[src/shared/clock_source_pkg.sv]
// constants, register map and types for the clock source control block
package clock_source_pkg;

	// ---------------------------------------------------------------
	// register offsets (byte addresses)
	// ---------------------------------------------------------------
	localparam logic [11:0] OFF_TASK_FAST_START = 12'h000;
	localparam logic [11:0] OFF_TASK_FAST_STOP = 12'h004;
	localparam logic [11:0] OFF_TASK_SLOW_START = 12'h008;
	localparam logic [11:0] OFF_TASK_SLOW_STOP = 12'h00c;
	localparam logic [11:0] OFF_INT_ENABLE_SET = 12'h304;
	localparam logic [11:0] OFF_INT_ENABLE_CLR = 12'h308;
	localparam logic [11:0] OFF_HF_START_REQUESTED = 12'h408;
	localparam logic [11:0] OFF_HF_CLOCK_STATUS = 12'h40c;
	localparam logic [11:0] OFF_LF_START_REQUESTED = 12'h414;
	localparam logic [11:0] OFF_LF_CLOCK_STATUS = 12'h418;
	localparam logic [11:0] OFF_LF_SOURCE_SNAPSHOT = 12'h41c;
	localparam logic [11:0] OFF_LF_SOURCE_SELECT = 12'h518;
	localparam logic [11:0] OFF_HF_CRYSTAL_DEBOUNCE = 12'h528;
	localparam logic [11:0] OFF_LF_CRYSTAL_DEBOUNCE = 12'h52c;
	localparam logic [11:0] OFF_CALIBRATION_TIMER_INTERVAL = 12'h538;
	localparam logic [11:0] OFF_EVENT_STATUS = 12'h600;
	localparam logic [11:0] OFF_EVENT_CLEAR = 12'h604;
	localparam logic [11:0] OFF_INT_ENABLE = 12'h608;

	// ---------------------------------------------------------------
	// field positions
	// ---------------------------------------------------------------
	localparam int BIT_TASK = 0;
	localparam int BIT_RUN = 0;
	localparam int BIT_STATE = 16;
	localparam int BIT_HF_SRC = 0;
	localparam int LSB_SRC = 0;
	localparam int BIT_BYPASS = 16;
	localparam int BIT_EXTERNAL = 17;
	localparam int BIT_EVT_FAST = 0;
	localparam int BIT_EVT_SLOW = 1;
	localparam int W_SRC = 2;
	localparam int W_HF_DEB = 8;
	localparam int W_LF_DEB = 16;
	localparam int W_CAL_INTERVAL = 7;
	localparam int W_CNT = 16;
	localparam int N_EVT = 2;

	// ---------------------------------------------------------------
	// source encodings and reset values
	// ---------------------------------------------------------------
	localparam logic [1:0] SRC_RC = 2'h0;
	localparam logic [1:0] SRC_XTAL = 2'h1;
	localparam logic [1:0] SRC_SYNTH = 2'h2;
	localparam logic [1:0] RST_SRC = 2'h0;
	localparam logic [7:0] RST_HF_DEB = 8'h10;
	localparam logic [15:0] RST_LF_DEB = 16'h0100;
	localparam logic [6:0] RST_CAL_INTERVAL = 7'h00;

	// ---------------------------------------------------------------
	// timing: one debounce tick is one microsecond
	// ---------------------------------------------------------------
	localparam int CLK_KHZ = 25000;
	localparam int TICK_NS = 1000;
	localparam int TICK_CYCLES = (CLK_KHZ * TICK_NS + 999999) / 1000000;
	localparam int HF_POWERUP_US = 60;
	localparam logic [15:0] HF_POWERUP_TICKS = 16'(HF_POWERUP_US * 1000 / TICK_NS);

	// ---------------------------------------------------------------
	// state machines
	// ---------------------------------------------------------------
	typedef enum logic [1:0] {HF_OFF, HF_POWERUP, HF_DEBOUNCE, HF_RUN} hf_state_t;
	typedef enum logic [1:0] {LF_OFF, LF_WAIT, LF_RUN} lf_state_t;

endpackage

[src/core/clock_source_control_status.sv]
// clock source control and status unit with apb register slave
//
// The implementer's own choice: the APB interface to the registers.
`timescale 1ns/1ns
module clock_source_control_status import clock_source_pkg::*; #(
	parameter int RC_START_US = 1000 // rc start-up in ticks, shorten in simulation
) (
	// clock, reset, enable
	input wire logic clk,
	input wire logic sys_rst,
	input wire logic por_rst,
	input wire logic ce,
	// apb slave
	input wire logic psel,
	input wire logic penable,
	input wire logic pwrite,
	input wire logic [11:0] paddr,
	input wire logic [31:0] pwdata,
	output logic [31:0] prdata,
	output logic pready,
	output logic pslverr,
	// oscillator controls
	output logic fast_crystal_osc_en,
	output logic slow_crystal_osc_en,
	output logic slow_rc_osc_en,
	output logic slow_synthesized_clock_en,
	output logic slow_bypass,
	output logic slow_external,
	// events and interrupt
	output logic fast_clock_started_event,
	output logic slow_clock_started_event,
	output logic irq
);

	// ---------------------------------------------------------------
	// state
	// ---------------------------------------------------------------
	// every register of the block lives in one packed struct so that a
	// single always_ff carries both resets and the clock enable; the
	// retained interval is the only field the ordinary reset must skip
	typedef struct packed {
		logic hf_run; // fast start task seen
		hf_state_t hf_state; // fast crystal sequence
		logic [W_CNT-1:0] hf_cnt; // fast remaining ticks
		logic lf_run; // slow start task seen
		lf_state_t lf_state; // slow clock sequence
		logic [W_CNT-1:0] lf_cnt; // slow remaining ticks
		logic [4:0] presc; // tick prescaler
		logic [W_SRC-1:0] lf_src; // selected slow source
		logic lf_bypass; // crystal bypass
		logic lf_ext; // external source instead of crystal
		logic [W_SRC-1:0] lf_copy; // source captured at start
		logic [W_HF_DEB-1:0] hf_deb; // fast debounce ticks
		logic [W_LF_DEB-1:0] lf_deb; // slow debounce ticks
		logic [W_CAL_INTERVAL-1:0] cal_interval; // retained calibration interval
		logic [N_EVT-1:0] evt; // sticky event status
		logic [N_EVT-1:0] inten; // interrupt enables
		logic hf_pulse; // fast started pulse
		logic lf_pulse; // slow started pulse
		logic [31:0] rdata; // read data for access phase
		logic err; // unmapped address answer
	} state_t;

	// current and next state
	state_t s_q;
	state_t s_d;
	// helpers, all combinational
	logic tick; // one microsecond strobe
	logic wr; // write in access phase
	logic setup; // setup phase
	logic [31:0] rd; // read mux
	logic mapped; // address decodes
	logic hf_done; // fast sequence finishing
	logic lf_done; // slow sequence finishing
	logic [N_EVT-1:0] evt_set; // hardware events this cycle

	// prescaler wraps once per microsecond tick; five bits cover the 25
	// cycles of a 40 ns clock, a clock above 32 MHz would need a wider field
	localparam logic [4:0] PRESC_LAST = 5'(TICK_CYCLES - 1);
	// rc start-up is a fixed wait, counted in the same ticks as debounce
	localparam logic [W_CNT-1:0] RC_TICKS = W_CNT'(RC_START_US);

	// ---------------------------------------------------------------
	// apb decode
	// ---------------------------------------------------------------
	// one-cycle strobe on the last prescaler count
	assign tick = (s_q.presc == PRESC_LAST);
	// setup cycle: the only cycle that loads read data and error
	assign setup = psel && !penable;
	// access cycle of a write; pready is always high, so this is the
	// edge at which the write lands, with no wait states to count
	assign wr = psel && penable && pwrite;

	// read mux and address check
	// unused bits read as zero; an address outside the map is flagged
	// here and answered with an error in the access cycle, so software
	// sees a refused access rather than silent zero data
	always_comb begin
		rd = 32'h0000_0000;
		mapped = 1'b1;
		unique case (paddr)
			OFF_TASK_FAST_START, OFF_TASK_FAST_STOP,
			OFF_TASK_SLOW_START, OFF_TASK_SLOW_STOP,
			OFF_EVENT_CLEAR: begin
				rd = 32'h0000_0000; // write-only, read zero
			end
			// all three enable addresses read back the same enable bits
			OFF_INT_ENABLE_SET, OFF_INT_ENABLE_CLR, OFF_INT_ENABLE: begin
				rd[N_EVT-1:0] = s_q.inten;
			end
			// run flag: start task seen, cleared by stop or reset
			OFF_HF_START_REQUESTED: begin
				rd[BIT_RUN] = s_q.hf_run;
			end
			// bit 0 crystal powered, bit 16 started event already given
			OFF_HF_CLOCK_STATUS: begin
				rd[BIT_HF_SRC] = (s_q.hf_state != HF_OFF);
				rd[BIT_STATE] = (s_q.hf_state == HF_RUN);
			end
			// slow run flag, same life as the fast one
			OFF_LF_START_REQUESTED: begin
				rd[BIT_RUN] = s_q.lf_run;
			end
			// source shown is the one captured at start, not the live
			// select, so a later select write does not alter the status
			OFF_LF_CLOCK_STATUS: begin
				rd[LSB_SRC +: W_SRC] = s_q.lf_copy;
				rd[BIT_STATE] = (s_q.lf_state == LF_RUN);
			end
			// copy taken by the slow start task; writes are ignored
			OFF_LF_SOURCE_SNAPSHOT: begin
				rd[LSB_SRC +: W_SRC] = s_q.lf_copy;
			end
			// live select with its bypass and external bits
			OFF_LF_SOURCE_SELECT: begin
				rd[LSB_SRC +: W_SRC] = s_q.lf_src;
				rd[BIT_BYPASS] = s_q.lf_bypass;
				rd[BIT_EXTERNAL] = s_q.lf_ext;
			end
			// debounce and interval registers read back as written
			OFF_HF_CRYSTAL_DEBOUNCE: begin
				rd[W_HF_DEB-1:0] = s_q.hf_deb;
			end
			OFF_LF_CRYSTAL_DEBOUNCE: begin
				rd[W_LF_DEB-1:0] = s_q.lf_deb;
			end
			OFF_CALIBRATION_TIMER_INTERVAL: begin
				rd[W_CAL_INTERVAL-1:0] = s_q.cal_interval;
			end
			// sticky events, cleared only through the clear register or a reset
			OFF_EVENT_STATUS: begin
				rd[N_EVT-1:0] = s_q.evt;
			end
			default: begin
				mapped = 1'b0; // unmapped: error, zero data
			end
		endcase
	end

	// ---------------------------------------------------------------
	// next state
	// ---------------------------------------------------------------
	// every field holds unless a branch below moves it; the started
	// pulses default low so that each lasts exactly one cycle
	always_comb begin
		s_d = s_q;
		hf_done = 1'b0;
		lf_done = 1'b0;
		s_d.hf_pulse = 1'b0;
		s_d.lf_pulse = 1'b0;

		// free-running microsecond prescaler
		s_d.presc = tick ? 5'h00 : s_q.presc + 5'h01;

		// latch read data and error in setup so they stand in access
		// prdata then holds until the next setup, whatever comes between
		if (setup) begin
			s_d.rdata = pwrite ? 32'h0000_0000 : rd;
			s_d.err = !mapped;
		end

		// fast crystal sequence: power-up, then debounce
		unique case (s_q.hf_state)
			HF_OFF: begin
				// idle until the fast start task
			end
			HF_POWERUP: begin
				// fixed power-up time, counted down in microsecond ticks
				if (tick) begin
					if (s_q.hf_cnt <= 16'h0001) begin
						s_d.hf_state = HF_DEBOUNCE;
						s_d.hf_cnt = W_CNT'(s_q.hf_deb);
					end else begin
						s_d.hf_cnt = s_q.hf_cnt - 16'h0001;
					end
				end
			end
			HF_DEBOUNCE: begin
				// programmed debounce; a zero setting finishes at once
				if (s_q.hf_cnt == 16'h0000) begin
					hf_done = 1'b1;
				end else if (tick) begin
					s_d.hf_cnt = s_q.hf_cnt - 16'h0001;
				end
			end
			HF_RUN: begin
				// running until the stop task
			end
		endcase
		if (hf_done) begin
			s_d.hf_state = HF_RUN;
			s_d.hf_pulse = 1'b1;
		end

		// slow clock sequence, wait depends on the captured source
		unique case (s_q.lf_state)
			LF_OFF: begin
				// idle until the slow start task
			end
			LF_WAIT: begin
				// rc and crystal count down; synthesized waits on the fast clock
				if (s_q.lf_copy == SRC_SYNTH) begin
					// synthesized clock needs the fast clock first
					// and waits for as long as the fast clock stays off
					lf_done = (s_q.hf_state == HF_RUN);
				end else if (s_q.lf_cnt == 16'h0000) begin
					lf_done = 1'b1;
				end else if (tick) begin
					s_d.lf_cnt = s_q.lf_cnt - 16'h0001;
				end
			end
			LF_RUN: begin
				// running until the stop task
			end
		endcase
		if (lf_done) begin
			s_d.lf_state = LF_RUN;
			s_d.lf_pulse = 1'b1;
		end

		// register writes, taken in access phase
		// with ce low the whole state is frozen, so such writes are lost
		if (wr) begin
			unique case (paddr)
				// a repeated start only sets the run flag again
				OFF_TASK_FAST_START: begin
					if (pwdata[BIT_TASK]) begin
						s_d.hf_run = 1'b1;
						if (s_q.hf_state == HF_OFF) begin
							s_d.hf_state = HF_POWERUP;
							s_d.hf_cnt = HF_POWERUP_TICKS;
						end
					end
				end
				// stop powers the crystal down and drops the run flag
				OFF_TASK_FAST_STOP: begin
					if (pwdata[BIT_TASK]) begin
						s_d.hf_run = 1'b0;
						s_d.hf_state = HF_OFF;
						s_d.hf_pulse = 1'b0;
					end
				end
				// the copy is retaken on every start, running or not
				OFF_TASK_SLOW_START: begin
					if (pwdata[BIT_TASK]) begin
						s_d.lf_run = 1'b1;
						s_d.lf_copy = s_q.lf_src;
						if (s_q.lf_state == LF_OFF) begin
							s_d.lf_state = LF_WAIT;
							// crystal waits its debounce, rc its start time
							s_d.lf_cnt = (s_q.lf_src == SRC_XTAL) ? s_q.lf_deb : RC_TICKS;
						end
					end
				end
				// stop ends the slow clock; the captured source is kept
				OFF_TASK_SLOW_STOP: begin
					if (pwdata[BIT_TASK]) begin
						s_d.lf_run = 1'b0;
						s_d.lf_state = LF_OFF;
						s_d.lf_pulse = 1'b0;
					end
				end
				// write one sets, zeros leave enables alone
				OFF_INT_ENABLE_SET: begin
					s_d.inten = s_q.inten | pwdata[N_EVT-1:0];
				end
				// write one clears, zeros leave enables alone
				OFF_INT_ENABLE_CLR: begin
					s_d.inten = s_q.inten & ~pwdata[N_EVT-1:0];
				end
				// plain write of the whole enable set
				OFF_INT_ENABLE: begin
					s_d.inten = pwdata[N_EVT-1:0];
				end
				// the source takes effect at the next slow start only; bypass and external at once
				OFF_LF_SOURCE_SELECT: begin
					s_d.lf_src = pwdata[LSB_SRC +: W_SRC];
					s_d.lf_bypass = pwdata[BIT_BYPASS];
					s_d.lf_ext = pwdata[BIT_EXTERNAL];
				end
				OFF_HF_CRYSTAL_DEBOUNCE: begin
					// no interlock: changing it mid start-up is software's fault
					s_d.hf_deb = pwdata[W_HF_DEB-1:0];
				end
				// no such hazard: the value is copied into the counter at the slow start task
				OFF_LF_CRYSTAL_DEBOUNCE: begin
					s_d.lf_deb = pwdata[W_LF_DEB-1:0];
				end
				// kept through the ordinary reset, see the state register
				OFF_CALIBRATION_TIMER_INTERVAL: begin
					s_d.cal_interval = pwdata[W_CAL_INTERVAL-1:0];
				end
				// write one clears; a set in the same cycle wins below
				OFF_EVENT_CLEAR: begin
					s_d.evt = s_q.evt & ~pwdata[N_EVT-1:0];
				end
				default: begin
				end
			endcase
		end

		// sticky events: a set in the clearing cycle still lands
		evt_set = '0;
		evt_set[BIT_EVT_FAST] = s_d.hf_pulse;
		evt_set[BIT_EVT_SLOW] = s_d.lf_pulse;
		s_d.evt = s_d.evt | evt_set;
	end

	// ---------------------------------------------------------------
	// state register
	// ---------------------------------------------------------------
	// both resets are synchronous and act whatever ce is; ce low
	// freezes every field, prescaler included
	always_ff @(posedge clk) begin
		if (por_rst) begin
			// power-on resets everything, the retained interval too
			s_q <= '0;
			s_q.hf_deb <= RST_HF_DEB;
			s_q.lf_deb <= RST_LF_DEB;
			s_q.cal_interval <= RST_CAL_INTERVAL;
		end else if (sys_rst) begin
			// ordinary reset keeps the calibration interval
			s_q <= '0;
			s_q.lf_src <= RST_SRC;
			s_q.lf_copy <= RST_SRC;
			s_q.hf_deb <= RST_HF_DEB;
			s_q.lf_deb <= RST_LF_DEB;
			s_q.cal_interval <= s_q.cal_interval;
		end else if (ce) begin
			s_q <= s_d;
		end
	end

	// ---------------------------------------------------------------
	// outputs
	// ---------------------------------------------------------------
	// zero wait states: every access completes at its first edge
	assign pready = 1'b1;
	assign prdata = s_q.rdata;
	assign pslverr = psel && penable && s_q.err;
	assign fast_crystal_osc_en = (s_q.hf_state != HF_OFF);
	// crystal only powered when the captured source is crystal
	assign slow_crystal_osc_en = (s_q.lf_state != LF_OFF) && (s_q.lf_copy == SRC_XTAL);
	assign slow_rc_osc_en = (s_q.lf_state != LF_OFF) && (s_q.lf_copy == SRC_RC);
	assign slow_synthesized_clock_en = (s_q.lf_state == LF_RUN) && (s_q.lf_copy == SRC_SYNTH);
	// bypass and external follow the select at once
	assign slow_bypass = s_q.lf_bypass;
	assign slow_external = s_q.lf_ext;
	// started events are registered one-cycle pulses
	assign fast_clock_started_event = s_q.hf_pulse;
	assign slow_clock_started_event = s_q.lf_pulse;
	// level interrupt, high while any enabled event is pending
	assign irq = |(s_q.evt & s_q.inten);

endmodule

[config.mk]
export PLATFORM = sky130hd
export DESIGN_NAME = clock_source_control_status
export DESIGN_NICKNAME = d
export VERILOG_FILES = /design/src/shared/clock_source_pkg.sv /design/src/core/clock_source_control_status.sv
export SDC_FILE = /design/constraint.sdc
export NUM_CORES = 1
export LEC_CHECK = 0
export BUFFER_PORTS_ARGS = -buffer_cell sky130_fd_sc_hd__buf_4
export CAP_MARGIN = 10
export CELL_PAD_IN_SITES_DETAIL_PLACEMENT = 0
export CELL_PAD_IN_SITES_GLOBAL_PLACEMENT = 2
export CORE_UTILIZATION = 33
export DETAILED_ROUTE_END_ITERATION = 10
export PLACE_DENSITY = 0.88
export SLEW_MARGIN = 30
export SYNTH_ARGS = -nofsm -noshare
export SYNTH_HDL_FRONTEND = slang
export SYNTH_SLANG_ARGS = --single-unit
[constraint.sdc]
create_clock -name clk -period 2.75 [get_ports clk]
set_clock_uncertainty 0.2 [all_clocks]
set_input_delay 0.4125 -clock clk [delete_from_list [all_inputs] [get_ports clk]]
set_output_delay 0.4125 -clock clk [all_outputs]
set_load 0.05 [all_outputs]
==> reports/qor.yml, run 1 <==
cts:
  clock_tree.root_cell: "clkbuf_16"
  clock_path_buffers: 2
  clock-sinks: 105
  cts_setup_buffers: 0
  htreeDepth: 3
  clock_latency_ns: 0.37
  path_clk_slew_ns: 0.09
  cts_buffers: 9
  cts_tree: "done"
  hold_buffers: 0
  cts_resized: 0
finish:
  final_area_um2: 7210
  nets: 919
  num_antenna_cells: 0
  syn_to_final_growth_pct: 17.2
  fin_cells: 1092
  fillers: 1950
  post_route_cells_drive_above_1_share: 0.173
grt:
  antenna_found_initial: 0
  gr-total-overflow: 0
  grt_pass1_vias: 5614
  grt_usage: 0.200
  grt_max_degree: 59
  grt_pass1_wl_mm: 30.4
sta:
  setup_viol: 0
  fin_crit_sh: 0.909
  finalHoldViolations: 0
  tns_ns: 0
  slew_viol_final: 0
  fmax_mhz: 400
  period_minus_slack_ns: 2.50
  tightestPinTransition_ns: 0.625
  postLayoutSetupSlackWorst_ns: 0.250
  maxSlewHeadroom: 0.579
  rsz0062_at_grt: "false"
worst_setup_path:
  crit_arrival_ns: 2.55
  crit_path_max_incr_delay_ns: 0.58
  worst-path-max-fanout: 11
  rrSetupSlack_ns: 0.25
  worstPathCellList: "nor4_1 > and4_1 > o21ai_1 > a22o_1 > a32oi_1 > o21ai_0"
  cp-start-kind: "flop"
  crit_required_ns: 2.80
  critPathCaptureType: "flop"
  r2r-end: "s_q[105]"
  cp_slowest_cell: "nor4_1"
  rr_worst_depth: 6
  rr_startpoint: "s_q[103]"
  critPathKind: "flop to flop"
place:
  dpl.cell_count: 1076
  detailedPlace.worstSlack_ns: 0.104
  place_congestion: 0.897
  dp_hpwl_mm: 14.1
  buffer_ports.inserted: 64
  placed_cell_area_um2: 6880
yosys:
  synthFlopType: "dfxtp_1"
  synth.avg_cell_area_um2: 7.69
  synthAdderAreaFrac: 0.0220
  yosys-top-cells-area: "dfxtp_1 34%, nand2_1 7.8%, a21oi_1 5.9%"
  netlist_instances: 800
  ys_seq_elements: 105
  yosys.area.top_type: "dfxtp_1"
  synth_top_area_share: 0.342
  syn_area_um2: 6150
  ys_warn_count: 0
  synth_compound_area_frac: 0.222
  synth_common_cells: "128 x nand2_1, 105 x dfxtp_1, 72 x a21oi_1"
  synth_most_common_cell: "nand2_1"
  ys_types: 77
  synth_xor_xnor_area_share: 0.0114
  postSynth.asyncResetShare: 0
  muxShareOfSynthArea: 0.0134
  ys_seq_area_frac: 0.342
  synth_top_family_by_area: "simple AND/OR/NAND/NOR gates"
  synth-simple-area-share: 0.303
  synth-edff-count: 0
power_and_ir_drop:
  power_density_nw_per_um2: 441
  peakVddDrop_v: 0.000298
  leakage_uw: 0.00257
drt:
  totalWireLength_mm: 18.8
  vias: 5953
  vias_per_cell: 5.45
  drcViolationCount: 0
  drt_iter0_markers: 499
  ant_nets: 0
  post_drt_wl_per_cell_um: 17.2
  firstDrtPassIters: 5
floorplanning:
  die_area_um2: 19200
  die_h_um: 139
  rows: 49
  die_w_um: 139
  core_area_um2: 18100
  initial_core_util: 0.339
  io_pins: 94
run:
  max_cap_violations: 0
hold_path:
  min_to: "s_q[54]"
  min-delay-start: "pwdata[8]"
  hold_depth: 3
  hold_class: "input pin to flop"
status:
  status: "completed"
-- routing by layer --
| layer | wire length, µm | GRT usage | vias to the layer above | share of wire |
|---|---|---|---|---|
| li1 | - | - | 2983 | - |
| met1 | 9130 | 0.269 | 2796 | 0.49 |
| met2 | 8470 | 0.317 | 145 | 0.45 |
| met3 | 813 | 0.0407 | 29 | 0.043 |
| met4 | 410 | 0.0668 | 0 | 0.022 |
| met5 | 0 | 0 | - | 0 |
-- placed cells by master (no fill, tap or decap), types with 6 or more instances in the layout --
master	instances
dfxtp_1	105
nand4_1	12
and3_1	9
a22oi_1	16
and2_1	8
buf_4	107
o21ai_0	37
nor4_1	15
o211ai_1	6
conb_1	15
a21oi_1	72
ha_1	10
a211oi_1	8
clkbuf_16	9
a222oi_1	6
nand2_1	128
nor2_1	69
nor3_1	26
nor3b_1	10
nor2b_1	7
xor2_1	6
nand3_1	25
a31oi_1	13
mux2i_1	6
inv_1	23
-- stage by stage --
step / hold WS, ns / power (µW) / util
floorplan: 0.226 / 1730 / -
global placement: 0.239 / 1820 / 0.379
detailed placement: 0.243 / 1820 / 0.379
CTS: 0.0386 / 3210 / 0.397
global route: 0.0595 / 3290 / 0.397
finish: 0.0459 / 3180 / 0.397
-- logic make-up after synthesis --
kind of cell	count (synthesis)
AND/OR/NAND/NOR	356
XOR/XNOR	8
flip-flops	105
other	2
buffers and inverters	98
multiplexers	8
AO/OA/AOI/OAI	212
adder cells (fa/ha/maj)	11
-- worst max-delay path: cells and delay by family, from the launching register on --
kind | cells | cell delay [ns]
AOI/OAI and AO/OA | 4 | 0.90
DFF | 1 | 0.37
and+or+nand+nor | 2 | 0.90
-- final cells by class --
type / count / area [µm²] / area share
inverter: 24 / 90.1 / 0.0125
clock buffer: 9 / 225 / 0.0312
sequential: 105 / 2100 / 0.292
multi-input combinational: 610 / 3580 / 0.497
clock inverter: 7 / 101 / 0.0141
timing repair buffer: 108 / 823 / 0.114
tap: 229 / 287 / 0.0398
-- registers in the layout, summed over array words and instances (netlist names) --
register and flops:
slow_external 1, prdata 18, s_q 83, slow_bypass 1, fast_clock_started_event 1, slow_clock_started_event 1
-- how the worst max path moves through the flow --
stage,from,end,cells after the start,slack [ns]
after floorplan,paddr[4],s_q[96],8,0.38
after CTS,s_q[103],s_q[113],7,0.29
after global placement,paddr[9],s_q[94],7,0.13
after detailed placement,paddr[9],s_q[94],7,0.10
final,s_q[103],s_q[105],6,0.25
after global routing,s_q[100],s_q[111],7,0.05
-- power by group --
group	switching, µW	total, µW	internal, µW
Sequential	2.62	1520	1520
Clock	722	1390	669
Combinational	181	264	82.3
Total	906	3180	2270
Power figures use the tool's default switching activity.
==> run 2: changes to the inputs <==
--- a/config.mk
+++ b/config.mk
@@ -11,6 +11,7 @@
 export CELL_PAD_IN_SITES_GLOBAL_PLACEMENT = 2
 export CORE_UTILIZATION = 33
 export DETAILED_ROUTE_END_ITERATION = 10
+export MAX_ROUTING_LAYER = met4
 export PLACE_DENSITY = 0.88
 export SLEW_MARGIN = 30
 export SYNTH_ARGS = -nofsm -noshare
==> run 2 against run 1 <==
Compared with the run above: fmax up 0.34%; sequential power about the same; non-clock buffer count unchanged; power about the same; flip-flop and latch count unchanged; largest power group unchanged; highest routed layer unchanged; critical path type unchanged; worst hold slack is essentially flat; clock power is essentially flat; design area unchanged; via count grew 0.22%; count of clock-buffer cells in the layout stayed put; critical path depth up 1; largest cell class unchanged.
==> reports/qor.yml, run 2 (synthesized netlist as in run 1, its figures left out) <==
cts:
  cts_setup_buffers: 0  # unchanged
  clock_path_buffers: 2  # unchanged
  htreeDepth: 3  # unchanged
  clock_latency_ns: 0.37  # about the same
  clock-sinks: 105  # unchanged
  hold_buffers: 0  # unchanged
  cts_tree: "done"
  cts_resized: 0  # unchanged
  cts_buffers: 9  # unchanged
  path_clk_slew_ns: 0.09  # about the same
  clock_tree.root_cell: "clkbuf_16"
worst_setup_path:
  worstPathCellList: "nor4_1 > nand4_1 > o21ai_0 > nor3_1 > buf_4 > a21oi_1 > a211oi_1"
  crit_arrival_ns: 2.55  # about the same
  worst-path-max-fanout: 5  # -6
  critPathKind: "flop to flop"
  crit_path_max_incr_delay_ns: 0.57  # about the same
  critPathCaptureType: "flop"
  crit_buf_inv: 1  # +1
  crit_required_ns: 2.80  # about the same
  cp_top_family: "simple AND/OR/NAND/NOR gates"
  cp_slowest_cell: "nor4_1"
  cp-start-kind: "flop"
run:
  max_cap_violations: 0  # unchanged
grt:
  grt_pass1_vias: 5616  # +0.036%
  grt_max_degree: 59  # unchanged
  antenna_found_initial: 0  # unchanged
  grt_pass1_wl_mm: 30.4  # about the same
  gr-total-overflow: 0  # unchanged
  grt_usage: 0.205  # +0.00590
finish:
  largest_reg_flops: 83  # unchanged
  syn_to_final_growth_pct: 17.2  # unchanged
  final_common_cell: "nand2_1"
  utilization: 0.397  # unchanged
  post_route_cells_drive_above_1_share: 0.173  # unchanged
  fillers: 1950  # unchanged
  mostFrequentLayoutCells: "128 x nand2_1, 107 x buf_4, 105 x dfxtp_1, 72 x a21oi_1, 69 x nor2_1"
  nets: 919  # unchanged
  regMostFlops: "s_q"
  num_antenna_cells: 0  # unchanged
  final_area_um2: 7210  # unchanged
sta:
  rsz0062_at_grt: "false"
  fin_crit_sh: 0.906  # -0.00308
  period_minus_slack_ns: 2.49  # -0.00848 ns
  maxSlewHeadroom: 0.592  # +0.0123
  finalHoldViolations: 0  # unchanged
  tightestPinTransition_ns: 0.607  # -0.0183 ns
  tns_ns: 0  # unchanged
  slew_viol_final: 0  # unchanged
  fmax_mhz: 401  # +0.34%
  postLayoutSetupSlackWorst_ns: 0.258  # +0.00848 ns
  setup_viol: 0  # unchanged
floorplanning:
  core_area_um2: 18100  # unchanged
  die_area_um2: 19200  # unchanged
  die_w_um: 139  # unchanged
  initial_core_util: 0.339  # unchanged
  io_pins: 94  # unchanged
  rows: 49  # unchanged
  die_h_um: 139  # unchanged
drt:
  drt_iter0_markers: 516  # +3.4%
  ant_nets: 0  # unchanged
  firstDrtPassIters: 5  # unchanged
  totalWireLength_mm: 18.9  # +0.14%
  vias_per_cell: 5.46  # +0.22%
  vias: 5966  # +0.22%
  post_drt_wl_per_cell_um: 17.3  # +0.14%
  drcViolationCount: 0  # unchanged
place:
  buffer_ports.inserted: 64  # unchanged
  place_congestion: 0.912  # +1.7%
  placed_cell_area_um2: 6880  # unchanged
  dp_hpwl_mm: 14.1  # unchanged
  detailedPlace.worstSlack_ns: 0.104  # unchanged
power_and_ir_drop:
  power_density_nw_per_um2: 441  # about the same
  p_total_uw: 3180  # about the same
  peakVddDrop_v: 0.000297  # -0.13%
  leakage_uw: 0.00257  # unchanged
hold_path:
  hold_class: "input pin to flop"
status:
  status: "completed"
==> run 2: worst min-delay path, stage by stage <==
cell     delay, ns
buf_4         0.07
nand2_1       0.04
nand3_1       0.06
==> run 2: power breakdown <==
group	total (µW)	switching (µW)	internal (µW)
registers	1520	2.61	1520
clock network	1390	722	669
logic	264	182	82.3
total	3180	906	2270
==> run 2: cell type report <==
type,instances,area [µm²],area share
inverter,24,90.1,0.0125
sequential,105,2100,0.292
timing repair buffer,108,823,0.114
multi-input combinational,610,3580,0.497
tap,229,287,0.0398
clock inverter,7,101,0.0141
clock buffer,9,225,0.0312
==> run 2: layer usage <==
metal / track usage / up-vias / wire, µm
met5: - / - / 0
met4: 0.0668 / 0 / 360
met3: 0.0376 / 31 / 853
met2: 0.317 / 160 / 8480
met1: 0.271 / 2790 / 9160
li1: - / 2985 / -
==> run 2: path summary, 6_finish.rpt <==
kind | start | endpoint | slack (ns) | depth (start not counted)
worst min register to register | s_q[43] | s_q[43] | 0.26 | 2
worst min-delay path | pwdata[8] | s_q[54] | 0.05 | 3
worst max register to register | s_q[103] | s_q[113] | 0.26 | 7
worst max-delay path | s_q[103] | s_q[113] | 0.26 | 7
==> run 2: stage by stage <==
stage	cells	hold WS [ns]
final	1092	0.0462
after global routing	1092	0.0609
after CTS	1092	0.0386
after detailed placement	1076	0.243
after global placement	1076	0.239
after floorplan	813	0.226
